## src/pkg/ciq_consts.svh

```systemverilog
// Timing counts and sizes for the control input qualifier.
// Assumes a 250 MHz core clock and a millisecond tick built from it.
`ifndef CIQ_CONSTS_SVH
`define CIQ_CONSTS_SVH

`define CIQ_NCH 4
`define CIQ_CLK_PERIOD_NS 4
`define CIQ_TICK_PERIOD_NS 1000000
`define CIQ_TICK_CYCLES (`CIQ_TICK_PERIOD_NS / `CIQ_CLK_PERIOD_NS)
`define CIQ_TICK_W 18

// Filter times in milliseconds, one tick per millisecond.
`define CIQ_DWELL_MS 6'h0F
`define CIQ_LOCKOUT_MS 6'h32
`define CIQ_CNT_W 6

// Power supervisor times in milliseconds.
`define CIQ_SHORT_LOSS_MS 5'h14
`define CIQ_LONG_LOSS_TICKS 5'h15
`define CIQ_LOSS_W 5
`define CIQ_RIDE_GAP_MS 11'h12B
`define CIQ_SEPARATE_GAP_MS 11'h5DB
`define CIQ_GAP_MAX 11'h7FF
`define CIQ_GAP_W 11
`define CIQ_STARTUP_MS 7'h64
`define CIQ_START_W 7
`define CIQ_EVT_W 8

`endif

```

## src/pkg/ciq_pkg.sv

```systemverilog
// Types shared by the control input qualifier.
// Assumes ciq_consts.svh is on the include path.
`include "ciq_consts.svh"

package ciq_pkg;

    // Raw control pins of one channel, both active low.
    typedef struct packed {
        logic enable_n;
        logic inhibit_n;
    } ciq_ctl_t;

    // Qualified view of one channel, active high.
    typedef struct packed {
        logic enable;
        logic inhibit;
    } ciq_qual_t;

    typedef enum logic [1:0] {
        CIQ_PWR_START,
        CIQ_PWR_RUN,
        CIQ_PWR_LOSS
    } ciq_pwr_state_t;

endpackage

```

## src/hw/ciq_top.sv

```systemverilog
// Control input qualifier of a loop detector: glitch filter, dwell and
// same-direction lockout on the active-low control inputs, delay/extension
// gating per channel, and an AC power interruption supervisor.
// Assumes all inputs are synchronous to clk and that the pins have pull-ups,
// so an open input arrives here as a high level.
`include "ciq_consts.svh"

module ciq_top #(
    parameter int TICK_CYCLES = `CIQ_TICK_CYCLES
) (
    input wire logic clk,
    input wire logic rstn,
    input wire ciq_pkg::ciq_ctl_t [`CIQ_NCH-1:0] ctl_in,
    input wire logic ac_ok,
    output ciq_pkg::ciq_qual_t [`CIQ_NCH-1:0] qual_out,
    output logic [`CIQ_NCH-1:0] de_active,
    output logic startup_busy,
    output logic restart_pulse,
    output logic [`CIQ_EVT_W-1:0] interruption_count
);

    localparam int NIN = 2 * `CIQ_NCH;

    ////////////////////////////////////////////////////////////////////////
    // Millisecond tick.

    logic [`CIQ_TICK_W-1:0] tick_cnt_r;
    logic tick_r;

    always_ff @(posedge clk) begin
        if (!rstn) begin
            tick_cnt_r <= '0;
            tick_r <= 1'b0;
        end else if (tick_cnt_r == `CIQ_TICK_W'(TICK_CYCLES - 1)) begin
            tick_cnt_r <= '0;
            tick_r <= 1'b1;
        end else begin
            tick_cnt_r <= tick_cnt_r + `CIQ_TICK_W'(1);
            tick_r <= 1'b0;
        end
    end

    ////////////////////////////////////////////////////////////////////////
    // Input qualification, one filter per control pin.

    logic [NIN-1:0] raw_act;
    logic [NIN-1:0] qual_act_r;

    genvar gc;
    generate
        for (gc = 0; gc < `CIQ_NCH; gc = gc + 1) begin : g_map
            // A low pin is the asserted condition.
            assign raw_act[gc] = ~ctl_in[gc].enable_n;
            assign raw_act[`CIQ_NCH + gc] = ~ctl_in[gc].inhibit_n;
        end
    endgenerate

    genvar gi;
    generate
        for (gi = 0; gi < NIN; gi = gi + 1) begin : g_filt
            logic [`CIQ_CNT_W-1:0] dwell_r;
            logic [`CIQ_CNT_W-1:0] lock_on_r;
            logic [`CIQ_CNT_W-1:0] lock_off_r;
            logic differs;
            logic lock_busy;
            logic accept;

            assign differs = raw_act[gi] ^ qual_act_r[gi];
            assign lock_busy = raw_act[gi] ? (lock_on_r != '0) : (lock_off_r != '0);
            // A change is taken only after the full dwell and outside the
            // lockout of its own direction; a held level that meets a
            // running lockout is taken as soon as the lockout ends.
            assign accept = differs && (dwell_r == `CIQ_DWELL_MS) && !lock_busy;

            // Any return to the qualified level restarts the dwell count, so
            // a short pulse never reaches the threshold.
            always_ff @(posedge clk) begin
                if (!rstn) begin
                    dwell_r <= '0;
                end else if (!differs || accept) begin
                    dwell_r <= '0;
                end else if (tick_r && (dwell_r != `CIQ_DWELL_MS)) begin
                    dwell_r <= dwell_r + `CIQ_CNT_W'(1);
                end
            end

            // Reset leaves every input deasserted, as an open pin would read.
            always_ff @(posedge clk) begin
                if (!rstn) begin
                    qual_act_r[gi] <= 1'b0;
                end else if (accept) begin
                    qual_act_r[gi] <= raw_act[gi];
                end
            end

            // Lockouts run down on the tick; 15 ms dwell plus 50 ms lockout
            // stays well inside the 136 ms window.
            always_ff @(posedge clk) begin
                if (!rstn) begin
                    lock_on_r <= '0;
                    lock_off_r <= '0;
                end else begin
                    if (accept && raw_act[gi]) begin
                        lock_on_r <= `CIQ_LOCKOUT_MS;
                    end else if (tick_r && (lock_on_r != '0)) begin
                        lock_on_r <= lock_on_r - `CIQ_CNT_W'(1);
                    end
                    if (accept && !raw_act[gi]) begin
                        lock_off_r <= `CIQ_LOCKOUT_MS;
                    end else if (tick_r && (lock_off_r != '0)) begin
                        lock_off_r <= lock_off_r - `CIQ_CNT_W'(1);
                    end
                end
            end
        end
    endgenerate

    ////////////////////////////////////////////////////////////////////////
    // Power interruption supervisor.

    ciq_pkg::ciq_pwr_state_t pwr_state_r;
    logic [`CIQ_LOSS_W-1:0] loss_ms_r;
    logic [`CIQ_GAP_W-1:0] gap_ms_r;
    logic [`CIQ_START_W-1:0] start_ms_r;
    logic short_gap_r;
    logic long_loss;
    logic start_done;

    assign long_loss = loss_ms_r >= `CIQ_LONG_LOSS_TICKS;
    assign start_done = start_ms_r == `CIQ_STARTUP_MS;

    always_ff @(posedge clk) begin
        if (!rstn) begin
            pwr_state_r <= ciq_pkg::CIQ_PWR_START;
        end else begin
            case (pwr_state_r)
                ciq_pkg::CIQ_PWR_START: begin
                    if (start_done && ac_ok) begin
                        pwr_state_r <= ciq_pkg::CIQ_PWR_RUN;
                    end
                end
                ciq_pkg::CIQ_PWR_RUN: begin
                    if (!ac_ok) begin
                        pwr_state_r <= ciq_pkg::CIQ_PWR_LOSS;
                    end
                end
                ciq_pkg::CIQ_PWR_LOSS: begin
                    if (ac_ok && (long_loss || short_gap_r)) begin
                        pwr_state_r <= ciq_pkg::CIQ_PWR_START;
                    end else if (ac_ok) begin
                        pwr_state_r <= ciq_pkg::CIQ_PWR_RUN;
                    end
                end
                default: begin
                    pwr_state_r <= ciq_pkg::CIQ_PWR_START;
                end
            endcase
        end
    end

    // Start-up timer, restarted whenever power drops during start-up.
    always_ff @(posedge clk) begin
        if (!rstn) begin
            start_ms_r <= '0;
        end else if (pwr_state_r != ciq_pkg::CIQ_PWR_START || !ac_ok) begin
            start_ms_r <= '0;
        end else if (tick_r && !start_done) begin
            start_ms_r <= start_ms_r + `CIQ_START_W'(1);
        end
    end

    // Length of the current loss in ticks, saturating at the limit.
    always_ff @(posedge clk) begin
        if (!rstn) begin
            loss_ms_r <= '0;
        end else if (pwr_state_r != ciq_pkg::CIQ_PWR_LOSS) begin
            loss_ms_r <= '0;
        end else if (tick_r && !long_loss) begin
            loss_ms_r <= loss_ms_r + `CIQ_LOSS_W'(1);
        end
    end

    // Time since power came back; start-up counts as a long restoration.
    always_ff @(posedge clk) begin
        if (!rstn) begin
            gap_ms_r <= `CIQ_GAP_MAX;
        end else if (pwr_state_r == ciq_pkg::CIQ_PWR_START) begin
            gap_ms_r <= `CIQ_GAP_MAX;
        end else if (pwr_state_r == ciq_pkg::CIQ_PWR_LOSS) begin
            gap_ms_r <= '0;
        end else if (tick_r && (gap_ms_r != `CIQ_GAP_MAX)) begin
            gap_ms_r <= gap_ms_r + `CIQ_GAP_W'(1);
        end
    end

    // A loss that follows too short a restoration is not covered by the
    // ride-through promise, and the unit restarts after it.
    always_ff @(posedge clk) begin
        if (!rstn) begin
            short_gap_r <= 1'b0;
        end else if (pwr_state_r == ciq_pkg::CIQ_PWR_RUN && !ac_ok) begin
            short_gap_r <= gap_ms_r < `CIQ_RIDE_GAP_MS;
        end
    end

    // Losses joined by restorations shorter than the separation time count
    // as one interruption.
    always_ff @(posedge clk) begin
        if (!rstn) begin
            interruption_count <= '0;
        end else if (pwr_state_r == ciq_pkg::CIQ_PWR_RUN && !ac_ok &&
                     gap_ms_r >= `CIQ_SEPARATE_GAP_MS &&
                     interruption_count != '1) begin
            interruption_count <= interruption_count + `CIQ_EVT_W'(1);
        end
    end

    always_ff @(posedge clk) begin
        if (!rstn) begin
            restart_pulse <= 1'b0;
            startup_busy <= 1'b1;
        end else begin
            restart_pulse <= (pwr_state_r == ciq_pkg::CIQ_PWR_LOSS) && ac_ok &&
                             (long_loss || short_gap_r);
            startup_busy <= pwr_state_r == ciq_pkg::CIQ_PWR_START;
        end
    end

    ////////////////////////////////////////////////////////////////////////
    // Delay/extension gating and qualified outputs.

    genvar gd;
    generate
        for (gd = 0; gd < `CIQ_NCH; gd = gd + 1) begin : g_de
            // Inhibit overrides enable; nothing is active during start-up.
            always_ff @(posedge clk) begin
                if (!rstn) begin
                    de_active[gd] <= 1'b0;
                end else begin
                    de_active[gd] <= qual_act_r[gd] &&
                                     !qual_act_r[`CIQ_NCH + gd] &&
                                     (pwr_state_r != ciq_pkg::CIQ_PWR_START);
                end
            end

            always_ff @(posedge clk) begin
                if (!rstn) begin
                    qual_out[gd] <= '0;
                end else begin
                    qual_out[gd].enable <= qual_act_r[gd];
                    qual_out[gd].inhibit <= qual_act_r[`CIQ_NCH + gd];
                end
            end
        end
    endgenerate

endmodule

```

## config.mk

```make
export PLATFORM = sky130hd
export DESIGN_NAME = ciq_top
export DESIGN_NICKNAME = d
export VERILOG_FILES = /design/src/pkg/ciq_pkg.sv /design/src/hw/ciq_top.sv
export VERILOG_INCLUDE_DIRS = /design/src /design/src/pkg
export SDC_FILE = /design/constraint.sdc
export NUM_CORES = 1
export LEC_CHECK = 0
export BUFFER_PORTS_ARGS = -buffer_cell sky130_fd_sc_hd__buf_4
export CORE_ASPECT_RATIO = 1.75
export CORE_MARGIN = 1.5
export CORE_UTILIZATION = 45
export CTS_CLUSTER_DIAMETER = 50
export DETAILED_ROUTE_END_ITERATION = 16
export GPL_ROUTABILITY_DRIVEN = 0
export GPL_TIMING_DRIVEN = 1
export PLACE_DENSITY = 0.59
export SYNTH_ARGS = -nofsm -noshare
export SYNTH_HDL_FRONTEND = slang
export SYNTH_SLANG_ARGS = --single-unit
```

## constraint.sdc

```tcl
create_clock -name clk -period 4.4 [get_ports clk]
set_clock_uncertainty 0.05 [all_clocks]
set_input_delay 0.88 -clock clk [delete_from_list [all_inputs] [get_ports clk]]
set_output_delay 0.88 -clock clk [all_outputs]
set_load 0.02 [all_outputs]
```

==> summary.md, run 1 <==
| Metric | Value |
|---|---|
| Post-CTS Hold Fix Bufs | `0` |
| Max clock buf depth | `3` |
| DRT iter0 DRCs | `~330` |
| Share of layout cells above drive strength 1 | `8.17%` |
| TritonCTS Buffers | `23` |
| Synthesized net count | `1292` |
| Initial antenna violation count | `0` |
| Synth warnings | `0` |
| Synth-to-layout area growth | `11.1%` |
| Fillcell total | `between 2000 and 2500` |
| CTS H-Tree Depth | `1` |
| Clock share of power | `48.1%` |
| Worst path bufs/invs | `2` |
| Initial Util | `a little under half` |
| Core Footprint | `23800 sq um` |
| Final worst-path cycle share | `55.7%` |
| Pleak | `around 4.4 nW` |
| CP Cell Sequence | `inv_1 > buf_4 > nor4_1 > mux2_2 > o21a_1` |
| Post-synthesis register bit count | `219` |
| Worst slack, placed | `approximately 1900 ps` |
| Yosys top cell by area | `dfxtp_1` |
| HPWL Detailed | `15.9 mm` |
| Site Rows | `75` |
| Routed wire length | `23.8 mm` |
| WL per Instance | `around 15 um` |
| Via count | `approximately 9100` |
| Slowest CP cell | `dfxtp_4` |
| Sequential area share after synthesis | `40.3%` |
| VDD IR max | `295 uV` |
| P_sw | `0.000867 W` |
| Clock sinks | `219` |
| Root buf cell | `clkbuf_16` |
| Chip height | `between 200 and 250 um` |
| Reg clk slew, reported paths | `60 ps` |
| Postcts setup bufs | `0` |
| Io pins | `33` |
| Critical path required time | `4760 ps` |
| Setup Crit Path Kind | `reg -> reg` |
| Net Sw Frac | `21.9%` |
| Antenna Diode Count | `0` |
| Worst hold path class | `reg -> reg` |
| Grt total ovfl | `0` |
| Crit Path Max Fanout | `56` |
| Comb pwr share | `1.9%` |
| Drt first pass iters | `4` |
| Pint | `0.00310 W` |
| First-pass GRT wire length | `40.4 mm` |
| Average size of a mapped cell | `8.80 sq um` |
| R2R setup slack | `1950 ps` |
| Post-Layout Cell Count | `1581` |
| Number of gates resized after CTS | `0` |
| Chip width | `121 um` |
| Drt via density | `5.73` |
| Max Cap Viol | `0` |
| Clock Latency Late Sink | `520 ps` |
| Seq pwr share | `between 50% and 60%` |
| Status | `completed` |
| RSZ-0062 raised after global routing | `no` |
| CTS tree | `done` |
| Synth async-reset ratio | `0%` |
| CP startpoint kind | `flop` |
| Nets | `1311` |
| Total Routing Usage GR | `19.0%` |
| Final period demand of the worst path | `approximately 2500 ps` |
| Worst slew pin tran | `1110 ps` |
| Top FF cell, synth | `dfxtp_1` |
| Mapped Cells | `roughly 1200` |
| Rel. slew slack | `25.5%` |
| Slew Limit Fails | `0` |
| Yosys cell types | `66` |
| Share of Yosys cell area claimed by the top area cell type | `40.3%` |
| CP arrival | `2810 ps` |
| Placed cell count | `1540` |
| Peak Freq | `approximately 410 MHz` |
| Port-buffer cells | `32` |
| EDFF count, synth | `0` |
| Worst setup margin | `1950 ps` |
| Crit end category | `flop` |
| Full die area | `25200 sq um` |
| CP peak stage delay | `740 ps` |
| Largest net degree at the start of global routing | `57` |
| Final setup fails | `0` |
| Routed Antenna Nets | `0` |
| Synth Cell Area | `10900 sq um` |
| Post-route DRC | `0` |
| CP top delay family | `flip-flops` |
| Setup_tns | `0 ps` |
| Vias in the first global route | `8775` |
| Power density over the cells | `328 nW/um^2` |
| Ranking of synthesized cells by area | `dfxtp_1 (40%), ha_1 (4.9%), xor2_1 (4.9%)` |
| Final hold violations | `0` |
==> power by group through the flow <==
stage                     combinational, W  clock, W  sequential, W
after detailed placement         0.0000758         0        0.00203
final                            0.0000750   0.00191        0.00199
after CTS                        0.0000763   0.00196        0.00199
after floorplan                  0.0000482         0        0.00203
after global placement           0.0000761         0        0.00203
after global routing             0.0000833   0.00204        0.00198
==> Yosys cell counts, drive strengths merged (36+ instances only) <==
cell type,count
a21oi,50
clkbuf,39
dfxtp,219
ha,43
inv,68
nand2,41
nand4,40
nor2,123
nor3,89
o211ai,47
o21ai,50
xnor2,36
xor2,61
==> per-stage QoR <==
stage               utilization (%)  cell area, sq um  hold WS [ps]  power, W
global route                   50.8             12100           445   0.00410
global placement               47.7             11400           390   0.00211
floorplan                         -             10900           376   0.00208
detailed placement             47.7             11400           411   0.00211
CTS                            50.8             12100           425   0.00403
finish                         50.8             12100           417   0.00397
==> flip-flops by register name (all words and copies together) (netlist names) <==
signal              flops
g_filt.lock_on_r       48
restart_pulse           1
tick_r                  1
g_filt.lock_off_r      48
qual_out                8
startup_busy            1
gap_ms_r               11
interruption_count      8
de_active               4
start_ms_r              7
qual_act_r              8
short_gap_r             1
tick_cnt_r             18
loss_ms_r               5
g_filt.dwell_r         48
pwr_state_r             2
==> cell usage in the layout, fill, tap and decap left out, types with 8 or more instances in the layout <==
master | Yosys | layout
a41oi_1 | 10 | 10
a31oi_1 | 14 | 14
or4_1 | 15 | 15
nor3b_1 | 14 | 14
o31ai_1 | 13 | 13
xnor2_1 | 36 | 36
xor2_1 | 61 | 61
a21oi_1 | 50 | 50
clkbuf_1 | 38 | 8
or3_1 | 26 | 26
o211ai_1 | 47 | 47
mux2i_1 | 26 | 26
dfxtp_1 | 219 | 218
nand4_1 | 40 | 40
inv_1 | 68 | 67
a21o_1 | 9 | 9
o21a_1 | 15 | 15
nand2_1 | 41 | 41
o31a_1 | 13 | 13
buf_4 | 0 | 37
and3_1 | 17 | 17
ha_1 | 43 | 43
nor3_1 | 89 | 89
nand2b_1 | 19 | 19
nor2b_1 | 8 | 8
nor2_1 | 123 | 123
o21ai_0 | 49 | 49
nor4_1 | 17 | 17
nand3_1 | 25 | 25
clkbuf_16 | 0 | 23
==> kinds of logic after synthesis <==
family                     count (synthesis)  share of synthesized area (%)
AOI/OAI and AO/OA                        265                           16.8
xor gates and xnor gates                  97                           7.80
adders and majority gates                 43                           4.94
buffers and inverters                    111                           3.99
DFF                                      219                           40.3
muxes                                     32                           3.01
and+or+nand+nor                          471                           23.2
==> worst paths after layout <==
path | from | endpoint | depth (start not counted)
max | tick_r$_SDFF_PN0_ | g_filt[7].lock_off_r[5]$_SDFFE_PN0P_ | 5
min | tick_cnt_r[0]$_SDFF_PP0_ | tick_cnt_r[0]$_SDFF_PP0_ | 1
max reg2reg | tick_r$_SDFF_PN0_ | g_filt[7].lock_off_r[5]$_SDFFE_PN0P_ | 5
min reg2reg | tick_cnt_r[0]$_SDFF_PP0_ | tick_cnt_r[0]$_SDFF_PP0_ | 1
==> area by class of cell <==
type	count	area [sq um]	share of cell area, %
clock buffers	35	661	5.46
clock inverters	6	62.6	0.517
inverters	68	256	2.12
multi-input cells	908	6070	50.2
flip-flops and latches	219	4390	36.3
well taps	308	385	3.18
repair buffers	37	278	2.30
==> metal layers <==
metal,global-route usage (%),up-vias,routed length (um)
met5,0,-,0
met4,5.72,0,401
met3,2.13,27,737
met2,35.7,123,12500
met1,22.2,4332,10100
li1,-,4575,-
No activity file was read; power rests on OpenSTA's default activity.
==> run 2, diff against run 1 <==
clock period = 2.6 ns   (was 4.4 ns; I/O delays follow)
==> summary.md, run 2 (same netlist as run 1, synthesis figures left out) <==
| Metric | Value |
|---|---|
| Status | `completed` |
| Reg clk slew, reported paths | `60 ps` |
| Rel. slew slack | `33.1%` |
| P_sw | `roughly 0.0015 W` |
| Final hold violations | `0` |
| Antenna Diode Count | `0` |
| Clock share of power | `49.4%` |
| Post-route DRC | `0` |
| Initial antenna violation count | `0` |
| Fillcell total | `2306` |
| CTS H-Tree Depth | `1` |
| Core Footprint | `23800 sq um` |
| CP Cell Sequence | `inv_1 > ha_1 > or3b_2 > or4_1 > o21ai_0 > nor2_1` |
| Number of gates resized after CTS | `0` |
| Slew Limit Fails | `0` |
| Crit end category | `flop` |
| Vias in the first global route | `8779` |
| Nets | `approximately 1300` |
| Seq pwr share | `48.6%` |
| Net Sw Frac | `roughly a fifth` |
| Routed Antenna Nets | `0` |
| Final period demand of the worst path | `2250 ps` |
| Clock sinks | `between 200 and 250` |
| Crit Path Max Fanout | `8` |
| Max Cap Viol | `0` |
| Final setup fails | `0` |
| Worst setup margin | `approximately 350 ps` |
| Worst slew pin tran | `roughly 1000 ps` |
| Placed cell count | `between 1500 and 2000` |
| Routed wire length | `23.5 mm` |
| HPWL Detailed | `16.2 mm` |
| Setup Crit Path Kind | `reg -> reg` |
| Worst path bufs/invs | `1` |
| Peak Freq | `444 MHz` |
| Total Routing Usage GR | `between 10% and 20%` |
| DRT iter0 DRCs | `444` |
| CP startpoint kind | `flop` |
| Clock Latency Late Sink | `520 ps` |
| Postcts setup bufs | `0` |
| CP arrival | `2600 ps` |
| Io pins | `33` |
| Critical path required time | `2950 ps` |
| CP top delay family | `simple AND/OR/NAND/NOR gates` |
| Final worst-path cycle share | `86.7%` |
| Synth-to-layout area growth | `12.5%` |
| Commonest cells after routing, fill and taps aside | `dfxtp_1 (218), nor2_1 (123), nor3_1 (89), inv_1 (67), xor2_1 (61)` |
| Grt total ovfl | `0` |
| Post-Layout Cell Count | `1586` |
| Total power | `0.00691 W` |
| Slowest CP cell | `or4_1` |
| TritonCTS Buffers | `23` |
| Via count | `9055` |
| RSZ-0062 raised after global routing | `no` |
| Comb pwr share | `under 10%` |
| Leading cell type in the layout, fill and taps excluded | `dfxtp_1` |
| Chip width | `121 um` |
| Site Rows | `75` |
| Drt first pass iters | `7` |
| Drt via density | `5.71` |
| WL per Instance | `roughly 15 um` |
| Pleak | `around 4.5 nW` |
| CTS tree | `done` |
| Port-buffer cells | `32` |
| Chip height | `roughly 210 um` |
| First-pass GRT wire length | `40.1 mm` |
| Setup_tns | `0 ps` |
| Share of layout cells above drive strength 1 | `9.00%` |
| Post-CTS Hold Fix Bufs | `0` |
| Largest net degree at the start of global routing | `57` |
| Root buf cell | `clkbuf_16` |
| Full die area | `~25000 sq um` |
| Power density over the cells | `564 nW/um^2` |
| Initial Util | `between 40% and 50%` |
| Max clock buf depth | `3` |
| Worst slack, placed | `335 ps` |
| CP peak stage delay | `550 ps` |
| Largest regs | `g_filt.dwell_r x48, g_filt.lock_off_r x48, g_filt.lock_on_r x48` |
| Worst hold path class | `in -> reg` |
| Pint | `0.00546 W` |
| VDD IR max | `between 400 and 500 uV` |
## run 2: changes by cell type in the layout (fill, tap and decap cells not counted)
cell        before  now
buf_4           37   41
clkinv_2         4    6
buf_12           0    3
inv_6            0    1
clkinv_4         2    0
clkbuf_1         8    2
clkinvlp_4       0    1
clkbuf_16       23   24
bufinv_16        1    3
clkbuf_8         4    3
## run 2: per-stage QoR
step	utilization, %	hold slack [ps]	instance area (sq um)
after floorplan	-	376	10900
after detailed placement	48.1	405	11500
final	51.4	145	12200
after global routing	51.4	138	12200
after global placement	48.1	394	11500
after CTS	51.4	122	12200
## run 2: final timing paths
kind	startpoint	to	slack, ps	cells after the start
setup / recovery	g_filt[6].lock_off_r[0]$_SDFFE_PP0P_	g_filt[6].lock_off_r[0]$_SDFFE_PP0P_	350	6
hold / removal	ac_ok	pwr_state_r[1]$_SDFFE_PN0P_	150	2
setup reg to reg	g_filt[6].lock_off_r[0]$_SDFFE_PP0P_	g_filt[6].lock_off_r[0]$_SDFFE_PP0P_	350	6
hold reg to reg	tick_cnt_r[0]$_SDFF_PP0_	tick_cnt_r[0]$_SDFF_PP0_	410	1
## run 2: final cells by class
cell class              instances  area (sq um)  area share [%]
multi-input cells             908          6070            49.6
flip-flops and latches        219          4390            35.8
clock buffers                  29           649            5.30
well taps                     308           385            3.15
repair buffers                 44           368            3.00
inverters                      68           256            2.09
clock inverters                10           131            1.07
## run 2: power by group through the flow
stage	Sequential (W)	Combinational (W)	Clock, W
5_1_grt	0.00336	0.000148	0.00366
3_3_place_gp	0.00344	0.000136	0
4_1_cts	0.00336	0.000136	0.00353
2_1_floorplan	0.00344	0.0000816	0
3_5_place_dp	0.00344	0.000135	0
6_report	0.00336	0.000134	0.00342
## run 2: routing by layer
metal	wire, um	GRT usage (%)
met5	0	0
met3	621	2.37
met4	581	6.98
met2	12200	35.5
met1	10100	21.4
## run 2: worst register-to-register path: stages (launching register included)
cell     delay, ps
dfxtp_1        310
inv_1          110
ha_1           170
or3b_2         530
or4_1          550
o21ai_0        330
nor2_1          90
